$ cat src/gh_consts.svh
// Summary of operation
// With a zero ciphertext length the engine only hashes the authenticated data blocks.
// Software selects the Galois/Counter mode and clears auto tag generation before any input.
// Writing the key words starts subkey generation and data ready is raised when it completes.
// After generation the hash subkey can be read and overwritten with any value by software.
// In manual or auto start mode data ready is raised after every finished hash step.
// The accumulated hash value is readable from the accumulator registers when processing ends.
// The accumulator accepts writes at any time and a written value seeds the following steps. Here a write during a hash step is lost to the product.
// A single 128-bit Galois field multiply is one hash step with a software-given subkey.
// For one multiply software programs a 16-byte authenticated length and zero cipher length.
// For A times B software loads B as the subkey, then writes A as the input block.
// In multiply use data ready flags completion of the single step in manual or auto mode.
// With C held in the accumulator before A is written, the result is (A xor C) times B.
// Each step sets the accumulator to subkey times (accumulator xor input) in GCM bit order.
`ifndef GH_CONSTS_SVH
`define GH_CONSTS_SVH

// ==========================================================================
// Register offsets (byte addresses) and address group codes
`define GH_OFF_CTRL 8'h00
`define GH_OFF_MODE 8'h04
`define GH_OFF_STATUS 8'h08
`define GH_OFF_CLEAR 8'h0c
`define GH_OFF_ENABLE 8'h10
`define GH_OFF_AUTH_LEN 8'h14
`define GH_OFF_CLENGTH 8'h18
`define GH_GRP_KEY 3'h1
`define GH_GRP_INPUT 4'h4
`define GH_GRP_SUBKEY 4'h5
`define GH_GRP_ACC 4'h6

// ==========================================================================
// Field positions and encodings
`define GH_CTRL_START 0
`define GH_MODE_TAG 1
`define GH_MODE_START_LO 8
`define GH_MODE_KSZ_LO 10
`define GH_MODE_OP_LO 12
`define GH_OP_GCM 3'h2
`define GH_START_MANUAL 2'h0
`define GH_START_AUTO 2'h1
`define GH_STATUS_BUSY 8

// ==========================================================================
// Reset values and constants
`define GH_MODE_RESET 8'h00
`define GH_BLOCK_BYTES 32'h0000000f
`define GH_POLY_R 128'he1000000000000000000000000000000
`define GH_MUL_STEPS 8'h7f

`endif

$ cat src/gh_pkg.sv
package gh_pkg;

  // ==========================================================================
  // Engine sequencing
  typedef enum logic [1:0] {GH_IDLE, GH_KEYGEN, GH_HASH} gh_state_type;

  // Mode register fields
  typedef struct packed {
    logic [2:0] op_mode;
    logic [1:0] key_size;
    logic [1:0] start_mode;
    logic auto_tag;
  } gh_mode_type;

  // Sticky event bits, same layout in status, clear and enable
  typedef struct packed {
    logic hash_end;
    logic data_ready;
  } gh_event_type;

  // Whole state of the register and sequencing core
  typedef struct packed {
    gh_state_type state;
    gh_mode_type mode;
    logic [7:0][31:0] key;
    logic [31:0] aad_len;
    logic [31:0] ciphertext_length;
    logic [127:0] in_block;
    logic [3:0] in_mask;
    logic [127:0] subkey;
    logic [127:0] acc;
    logic [28:0] blocks_left;
    gh_event_type status;
    gh_event_type enable;
    logic irq;
    logic [31:0] rdata;
    logic subkey_req;
    logic mul_start;
  } gh_core_type;

  // Whole state of the serial field multiplier
  typedef struct packed {
    logic [127:0] z;
    logic [127:0] v;
    logic [127:0] x;
    logic [7:0] count;
    logic busy;
    logic done;
  } gh_mul_type;

endpackage
$ cat src/gh_engine.sv
`timescale 1ns/1ps
`default_nettype none
`include "gh_consts.svh"

module gh_engine (
  // Clock and reset
  input wire logic clk_i,
  input wire logic resetn_i,
  // Register port
  input wire logic [7:0] addr_i,
  input wire logic [31:0] wdata_i,
  input wire logic we_i,
  input wire logic re_i,
  output logic [31:0] rdata_o,
  // Interrupt
  output logic irq_o,
  // Block cipher core for subkey generation
  output logic subkey_req_o,
  output logic [255:0] key_o,
  output logic [1:0] key_size_o,
  input wire logic subkey_valid_i,
  input wire logic [127:0] subkey_i
);

  // ==========================================================================
  // Reset release
  logic [1:0] rst_sync;
  logic rst_n;

  // Two stages so the release is clean against clk_i
  always_ff @(posedge clk_i or negedge resetn_i) begin
    if (!resetn_i) begin
      rst_sync <= 2'b00;
    end else begin
      rst_sync <= {rst_sync[0], 1'b1};
    end
  end
  // Internal logic runs from the released copy only
  assign rst_n = rst_sync[1];

  // ==========================================================================
  // Helpers

  // Word 0 is the leftmost 32 bits of a block
  function automatic logic [31:0] gh_word(input logic [127:0] blk, input logic [1:0] idx);
    case (idx)
      2'h0: gh_word = blk[127:96];
      2'h1: gh_word = blk[95:64];
      2'h2: gh_word = blk[63:32];
      default: gh_word = blk[31:0];
    endcase
  endfunction

  // Replace one word of a block
  function automatic logic [127:0] gh_put(input logic [127:0] blk, input logic [1:0] idx,
                                          input logic [31:0] w);
    logic [127:0] r;
    r = blk;
    case (idx)
      2'h0: r[127:96] = w;
      2'h1: r[95:64] = w;
      2'h2: r[63:32] = w;
      default: r[31:0] = w;
    endcase
    gh_put = r;
  endfunction

  // Index of the key word whose write completes the key
  function automatic logic [2:0] gh_last_key(input logic [1:0] size);
    case (size)
      2'h0: gh_last_key = 3'h3;
      2'h1: gh_last_key = 3'h5;
      default: gh_last_key = 3'h7;
    endcase
  endfunction

  // Count of 16-byte blocks, a partial last block counts as one
  function automatic logic [28:0] gh_blocks(input logic [31:0] len);
    logic [32:0] sum;
    sum = {1'b0, len} + {1'b0, `GH_BLOCK_BYTES};
    gh_blocks = sum[32:4];
  endfunction

  // Address falls into one 16-byte group of four words
  function automatic logic gh_hit(input logic [7:0] addr, input logic [3:0] grp);
    gh_hit = (addr[7:4] == grp);
  endfunction

  // ==========================================================================
  // Field multiplier
  // Register and sequencing state
  gh_pkg::gh_core_type s;
  gh_pkg::gh_core_type next_s;
  logic mul_busy;
  logic mul_done;
  logic [127:0] mul_z;

  // Operands are sampled on the start cycle, so a write at the trigger still counts
  gh_gfmul u_gfmul (
    .clk_i(clk_i),
    .rst_n_i(rst_n),
    .start_i(s.mul_start),
    .x_i(s.acc ^ s.in_block),
    .h_i(s.subkey),
    .busy_o(mul_busy),
    .done_o(mul_done),
    .z_o(mul_z)
  );

  // ==========================================================================
  // Decode and sequencing

  // Per-cycle decode results
  gh_pkg::gh_event_type ev;
  gh_pkg::gh_event_type clr;
  logic start_req;
  logic mode_ok;
  logic len_ok;
  logic can_hash;
  logic [3:0] mask;
  logic [1:0] widx;

  always_comb begin
    next_s = s;
    ev = '0;
    clr = '0;
    start_req = 1'b0;
    mask = s.in_mask;
    widx = addr_i[3:2];
    next_s.subkey_req = 1'b0;
    next_s.mul_start = 1'b0;
    next_s.rdata = '0;

    // Hashing is only allowed in the GCM hash-only setup
    mode_ok = (s.mode.op_mode == `GH_OP_GCM) && !s.mode.auto_tag;
    // No encryption path, so a non-zero cipher length refuses the block
    len_ok = (s.ciphertext_length == 32'h0) && (s.blocks_left != 29'h0);
    can_hash = mode_ok && len_ok;

    // ==========================================================================
    // Register writes
    if (we_i) begin
      case (addr_i)
        // Start strobe only counts in manual start mode
        `GH_OFF_CTRL: begin
          start_req = wdata_i[`GH_CTRL_START] && (s.mode.start_mode == `GH_START_MANUAL);
        end
        // Mode fields, unused bits dropped
        `GH_OFF_MODE: begin
          next_s.mode.op_mode = wdata_i[`GH_MODE_OP_LO +: 3];
          next_s.mode.key_size = wdata_i[`GH_MODE_KSZ_LO +: 2];
          next_s.mode.start_mode = wdata_i[`GH_MODE_START_LO +: 2];
          next_s.mode.auto_tag = wdata_i[`GH_MODE_TAG];
        end
        // Ones clear status bits
        `GH_OFF_CLEAR: begin
          clr = wdata_i[1:0];
        end
        // Interrupt sources
        `GH_OFF_ENABLE: begin
          next_s.enable = wdata_i[1:0];
        end
        // Length also reloads the block count
        `GH_OFF_AUTH_LEN: begin
          next_s.aad_len = wdata_i;
          next_s.blocks_left = gh_blocks(wdata_i);
        end
        // Cipher length only gates hashing
        `GH_OFF_CLENGTH: begin
          next_s.ciphertext_length = wdata_i;
        end
        // Key, input, subkey and accumulator words
        default: begin
          if (addr_i[7:5] == `GH_GRP_KEY) begin
            next_s.key[addr_i[4:2]] = wdata_i;
            // Last key word kicks off subkey generation
            if (addr_i[4:2] == gh_last_key(s.mode.key_size) && s.state == gh_pkg::GH_IDLE) begin
              next_s.subkey_req = 1'b1;
              next_s.state = gh_pkg::GH_KEYGEN;
            end
          end else if (gh_hit(addr_i, `GH_GRP_INPUT)) begin
            next_s.in_block = gh_put(s.in_block, widx, wdata_i);
            mask[widx] = 1'b1;
            start_req = (mask == 4'hf) && (s.mode.start_mode != `GH_START_MANUAL);
          end else if (gh_hit(addr_i, `GH_GRP_SUBKEY)) begin
            next_s.subkey = gh_put(s.subkey, widx, wdata_i);
          end else if (gh_hit(addr_i, `GH_GRP_ACC)) begin
            next_s.acc = gh_put(s.acc, widx, wdata_i);
          end
        end
      endcase
    end
    next_s.in_mask = mask;

    // ==========================================================================
    // Register reads, data stand one cycle later
    if (re_i) begin
      case (addr_i)
        // Mode fields back in place
        `GH_OFF_MODE: begin
          next_s.rdata[`GH_MODE_OP_LO +: 3] = s.mode.op_mode;
          next_s.rdata[`GH_MODE_KSZ_LO +: 2] = s.mode.key_size;
          next_s.rdata[`GH_MODE_START_LO +: 2] = s.mode.start_mode;
          next_s.rdata[`GH_MODE_TAG] = s.mode.auto_tag;
        end
        // Sticky bits plus live busy
        `GH_OFF_STATUS: begin
          next_s.rdata[1:0] = s.status;
          next_s.rdata[`GH_STATUS_BUSY] = (s.state != gh_pkg::GH_IDLE);
        end
        // Interrupt sources
        `GH_OFF_ENABLE: begin
          next_s.rdata[1:0] = s.enable;
        end
        // Lengths read back as written
        `GH_OFF_AUTH_LEN: begin
          next_s.rdata = s.aad_len;
        end
        `GH_OFF_CLENGTH: begin
          next_s.rdata = s.ciphertext_length;
        end
        default: begin
          // Key and input words are write-only and read as zero
          if (gh_hit(addr_i, `GH_GRP_SUBKEY)) begin
            next_s.rdata = gh_word(s.subkey, widx);
          end else if (gh_hit(addr_i, `GH_GRP_ACC)) begin
            next_s.rdata = gh_word(s.acc, widx);
          end
        end
      endcase
    end

    // ==========================================================================
    // Engine sequencing
    case (s.state)
      // Waiting for a block or a key
      gh_pkg::GH_IDLE: begin
        if (start_req && can_hash) begin
          next_s.mul_start = 1'b1;
          next_s.in_mask = 4'h0;
          next_s.state = gh_pkg::GH_HASH;
        end else if (start_req) begin
          next_s.in_mask = 4'h0; // Block dropped outside hash setup
        end
      end
      // Cipher core computes the subkey
      gh_pkg::GH_KEYGEN: begin
        // Generated value wins over a software write in the same cycle
        if (subkey_valid_i) begin
          next_s.subkey = subkey_i;
          ev.data_ready = 1'b1;
          next_s.state = gh_pkg::GH_IDLE;
        end
      end
      // One multiply in flight
      gh_pkg::GH_HASH: begin
        if (mul_done) begin
          // Accumulator takes the product, one block counted off
          next_s.acc = mul_z;
          next_s.blocks_left = s.blocks_left - 29'h1;
          ev.data_ready = (s.mode.start_mode == `GH_START_MANUAL)
                          || (s.mode.start_mode == `GH_START_AUTO);
          ev.hash_end = (s.blocks_left == 29'h1);
          next_s.state = gh_pkg::GH_IDLE;
        end
      end
      default: next_s.state = gh_pkg::GH_IDLE;
    endcase

    // A block completed while busy is dropped, not queued for later
    if (start_req && ((s.state != gh_pkg::GH_IDLE) || mul_busy)) begin
      next_s.in_mask = 4'h0;
    end

    // ==========================================================================
    // Sticky status: a new event wins over a clear in the same cycle
    next_s.status = (s.status & ~clr) | ev;
    next_s.irq = |(next_s.status & next_s.enable);
  end

  // State register
  always_ff @(posedge clk_i or negedge rst_n) begin
    if (!rst_n) begin
      s <= '0;
      s.mode <= `GH_MODE_RESET;
      s.state <= gh_pkg::GH_IDLE;
    end else begin
      s <= next_s;
    end
  end

  // ==========================================================================
  // Outputs, all from flip-flops
  assign rdata_o = s.rdata;
  assign irq_o = s.irq;
  assign subkey_req_o = s.subkey_req;
  // Key words and size go to the cipher core as held
  assign key_o = s.key;
  assign key_size_o = s.mode.key_size;

endmodule
`default_nettype wire

$ cat src/gh_gfmul.sv
`timescale 1ns/1ps
`default_nettype none
`include "gh_consts.svh"

module gh_gfmul (
  // Clock and reset
  input wire logic clk_i,
  input wire logic rst_n_i,
  // Operands, taken on start
  input wire logic start_i,
  input wire logic [127:0] x_i,
  input wire logic [127:0] h_i,
  // Result
  output logic busy_o,
  output logic done_o,
  output logic [127:0] z_o
);

  gh_pkg::gh_mul_type s;
  gh_pkg::gh_mul_type next_s;

  // ==========================================================================
  // One bit per cycle, leftmost bit first; 128 cycles trades speed for area
  always_comb begin
    next_s = s;
    next_s.done = 1'b0;
    if (start_i && !s.busy) begin
      next_s.z = '0;
      next_s.v = h_i;
      next_s.x = x_i;
      next_s.count = 8'h00;
      next_s.busy = 1'b1;
    end else if (s.busy) begin
      if (s.x[127]) begin
        next_s.z = s.z ^ s.v;
      end
      if (s.v[0]) begin
        next_s.v = (s.v >> 1) ^ `GH_POLY_R;
      end else begin
        next_s.v = s.v >> 1;
      end
      next_s.x = s.x << 1;
      next_s.count = s.count + 8'h01;
      if (s.count == `GH_MUL_STEPS) begin
        next_s.busy = 1'b0;
        next_s.done = 1'b1;
      end
    end
  end

  // State register
  always_ff @(posedge clk_i or negedge rst_n_i) begin
    if (!rst_n_i) begin
      s <= '0;
    end else begin
      s <= next_s;
    end
  end

  assign busy_o = s.busy;
  assign done_o = s.done;
  assign z_o = s.z;

endmodule
`default_nettype wire

$ cat config.mk
export PLATFORM = sky130hd
export DESIGN_NAME = gh_engine
export DESIGN_NICKNAME = d
export VERILOG_FILES = /design/src/gh_pkg.sv /design/src/gh_engine.sv /design/src/gh_gfmul.sv
export VERILOG_INCLUDE_DIRS = /design/src
export SDC_FILE = /design/constraint.sdc
export NUM_CORES = 2
export LEC_CHECK = 0
export BUFFER_PORTS_ARGS = -buffer_cell sky130_fd_sc_hd__buf_2
export CORE_MARGIN = 8
export CORE_UTILIZATION = 40
export CTS_CLUSTER_DIAMETER = 150
export DETAILED_ROUTE_END_ITERATION = 10
export PLACE_DENSITY = 0.67
export SYNTH_ARGS = -nofsm -noshare
export SYNTH_HDL_FRONTEND = slang
export SYNTH_SLANG_ARGS = --single-unit
$ cat constraint.sdc
create_clock -name clk_i -period 38.8 [get_ports clk_i]
set_input_delay 0 -clock clk_i [delete_from_list [all_inputs] [get_ports clk_i]]
set_output_delay 0 -clock clk_i [all_outputs]
set_load 0.01 [all_outputs]
==> results.md <==
- CP Data Arrival Time: 4570 ps
- Clk pwr share: 38.2%
- Io pins: 465
- DIE AREA: 151800 um^2
- Post-synth top area share: 52.99%
- Least-Margin Pin Slew: 1179 ps
- CP max FO: 178
- Reg2Reg Setup Slack: 34950 ps
- Die width: 389.6 um
- Worst Hold Class: in2reg
- Vias: 39590
- Post-DR wirelength/cell: 22.37 um
- Area growth, synth to finish: 17.92%
- Starting density of the core: 40.15%
- TritonRoute pass-1 iters: 5
- Seq pwr share: 45.9%
- Tmin final: 3853 ps
- Setup TNS: 0 ps
- Number of synthesized flops with an enable pin: 0
- Max Root-Sink Buffers: 3
- H-tree depth: 4
- Final HPWL DP: 105.5 mm
- CP Class: reg2async
- FILL cells: 12620
- Vias in the first global route: 40490
- Maxcap violations: 0
- M1 GR Usage: 29.76%
- VDD IR max: 0.00005061 V
- Sequential share of the synthesized area: 52.99%
- DRC: 0
- Dominant synthesized flop cell: dfrtp_1
- Routed WL: 166.2 mm
- Fmax achieved: 0.2595 GHz
- Commonest cells in the netlist: dfrtp_1 (1182), nand2_1 (809), o21ai_0 (652)
- Post-CTS Hold Buffers: 400
- Share of cells above drive strength 1: 23.58%
- Critical Path RT: 39520 ps
- Sink Count: 1182
- Synth area leaders: dfrtp_1 (53%), mux2_2 (9.4%), mux2i_1 (7.0%), o21ai_0 (5.8%), nand2_1 (5.4%)
- Drt via density: 5.330
- Overflow after GRT: 0
- Power share of the combinational group: 15.9%
- First-pass GRT wire length: 253.6 mm
- All-Layer GR Usage: 21.42%
- Clk pin slew, worst setup/hold paths: 60 ps
- Cell Area, Placed: 57470 um^2
- Synth Cell Area: 55820 um^2
- Top-count cell post-synth: dfrtp_1
- Cell row count: 137
- Cts bufs inserted: 130
- Sw Ratio: 26.82%
- Final Net Count: 5630
- Cell Int Power: 2399 uW
- DRT iter0 DRCs: 3141
- PD cells: 49.81 nW/um^2
- DRT antenna net count: 0
- Max Slew Vio Count: 0
- Yosys warnings: 0
- Hold_ws: 15.13 ps
- DIE HEIGHT: 389.6 um
- Avg Inst Size Synth: 11.01 um^2
- Initial antenna violation count: 17
- Hold Violations, Final: 0
- Flop and latch count out of synthesis: 1182
- RSZ-0062 raised after global routing: false
- CORE AREA: 139000 um^2
- Post-CTS Setup Repair Bufs: 0
- Final Cell Area: 65820 um^2
- Async SR Flop Fraction: 100.0%
- Final period util: 9.931%
- Crit end category: async pin
- CP Launch Type: register
- Status: completed
- Worst-skew pair later-pin latency: 770 ps
- CTS resizes: 0
- Setup Skew: 31.98 ps
- Total nets after synthesis: 5250
- Slew HR: 21.38%
- Cell count after synthesis: 5070
- Clock Tree Root: clkbuf_16
- Leading area contributor after synthesis: dfrtp_1
- Port bufs: 464
- TritonCTS clock tree: yes
- Met3 track demand over resource: 4.499%
- Leakage power: 0.02665 uW
- M2 GR Usage: 33.56%
- NetSw: 879.4 uW
- Synth cell types: 69
- Largest net degree at the start of global routing: 246
- Placer congestion estimate: 0.8117
- Setup Viol. Count Final: 0
- Gr busiest metal: met2
-- critical path, stage by stage (launching register included) --
cell and delay [ps]:
dfrtp_4 1080, buf_12 740, buf_4 830, buf_4 900
-- metrics by stage --
stage                     power (uW)  std cells  utilization (%)  setup slack (ps)
after floorplan                 1808       5070                -              3412
after global placement          1917       6794            41.34             34830
after detailed placement        1935       6794            41.34             34790
after CTS                       3302       7424            47.34             34790
after global routing            3421       7425            47.34             34350
final                           3279       7428            47.35             34950
-- cell type report --
| class | instances | area (um^2) | area share [%] |
|---|---|---|---|
| Antenna cell | 4 | 10.01 | 0.01521 |
| Clock buffer | 188 | 3845 | 5.841 |
| Clock inverter | 42 | 498.0 | 0.7565 |
| Inverter | 14 | 52.55 | 0.07984 |
| Multi-Input combinational cell | 3190 | 22590 | 34.32 |
| Sequential cell | 1182 | 29590 | 44.95 |
| Tap cell | 1876 | 2347 | 3.566 |
| Timing Repair Buffer | 932 | 6892 | 10.47 |
-- path summary, 6_finish.rpt --
path,cells after the start,end,from
worst min-delay path,3,s[52],wdata_i[17]
worst max register to register,3,u_gfmul.z_o[73],rst_sync[1]
worst max-delay path,3,u_gfmul.z_o[73],rst_sync[1]
max in group clk_i,6,s[186],s[784]
min in group asynchronous,3,rst_sync[1],resetn_i
worst min register to register,0,rst_sync[1],rst_sync[0]
-- kinds of logic (layout without fill, tap and decap cells) --
kind of cell	count (synthesis)	after routing	share of synthesized area, %
multiplexers	918	918	18.94
XOR/XNOR	283	283	4.440
AO/OA/AOI/OAI	836	836	8.217
adder cells (fa/ha/maj)	7	7	0.1569
other	1	5	0.006718
flip-flops	1182	1182	52.99
buffers and inverters	698	1176	6.783
AND/OR/NAND/NOR	1145	1145	8.466
-- per-layer routing --
| layer | up-vias | routed length (um) |
|---|---|---|
| li1 | 17880 | - |
| met1 | 20090 | 74170 |
| met2 | 1334 | 75290 |
| met3 | 278 | 11640 |
| met4 | 4 | 5054 |
| met5 | - | 27 |
-- layout by cell type (no fill, tap or decap), drive strengths merged, types with 52 or more instances in the layout --
cell type and n:
dfrtp 1182, o21ai 652, a22oi 60, xor2 146, buf 532, a21oi 52
nand2 809, mux2 466, xnor2 137, nor2 169, clkbuf 188, dlygate4sd3 400
mux2i 388, mux4 64
-- power groups by stage --
stage	Sequential (uW)	Clock, uW	Combinational (uW)
2_1_floorplan	1500	0	312
3_3_place_gp	1520	0	400
3_5_place_dp	1520	0	412
4_1_cts	1500	1280	519
5_1_grt	1520	1330	573
6_report	1500	1250	522
Power figures use the tool's default switching activity.
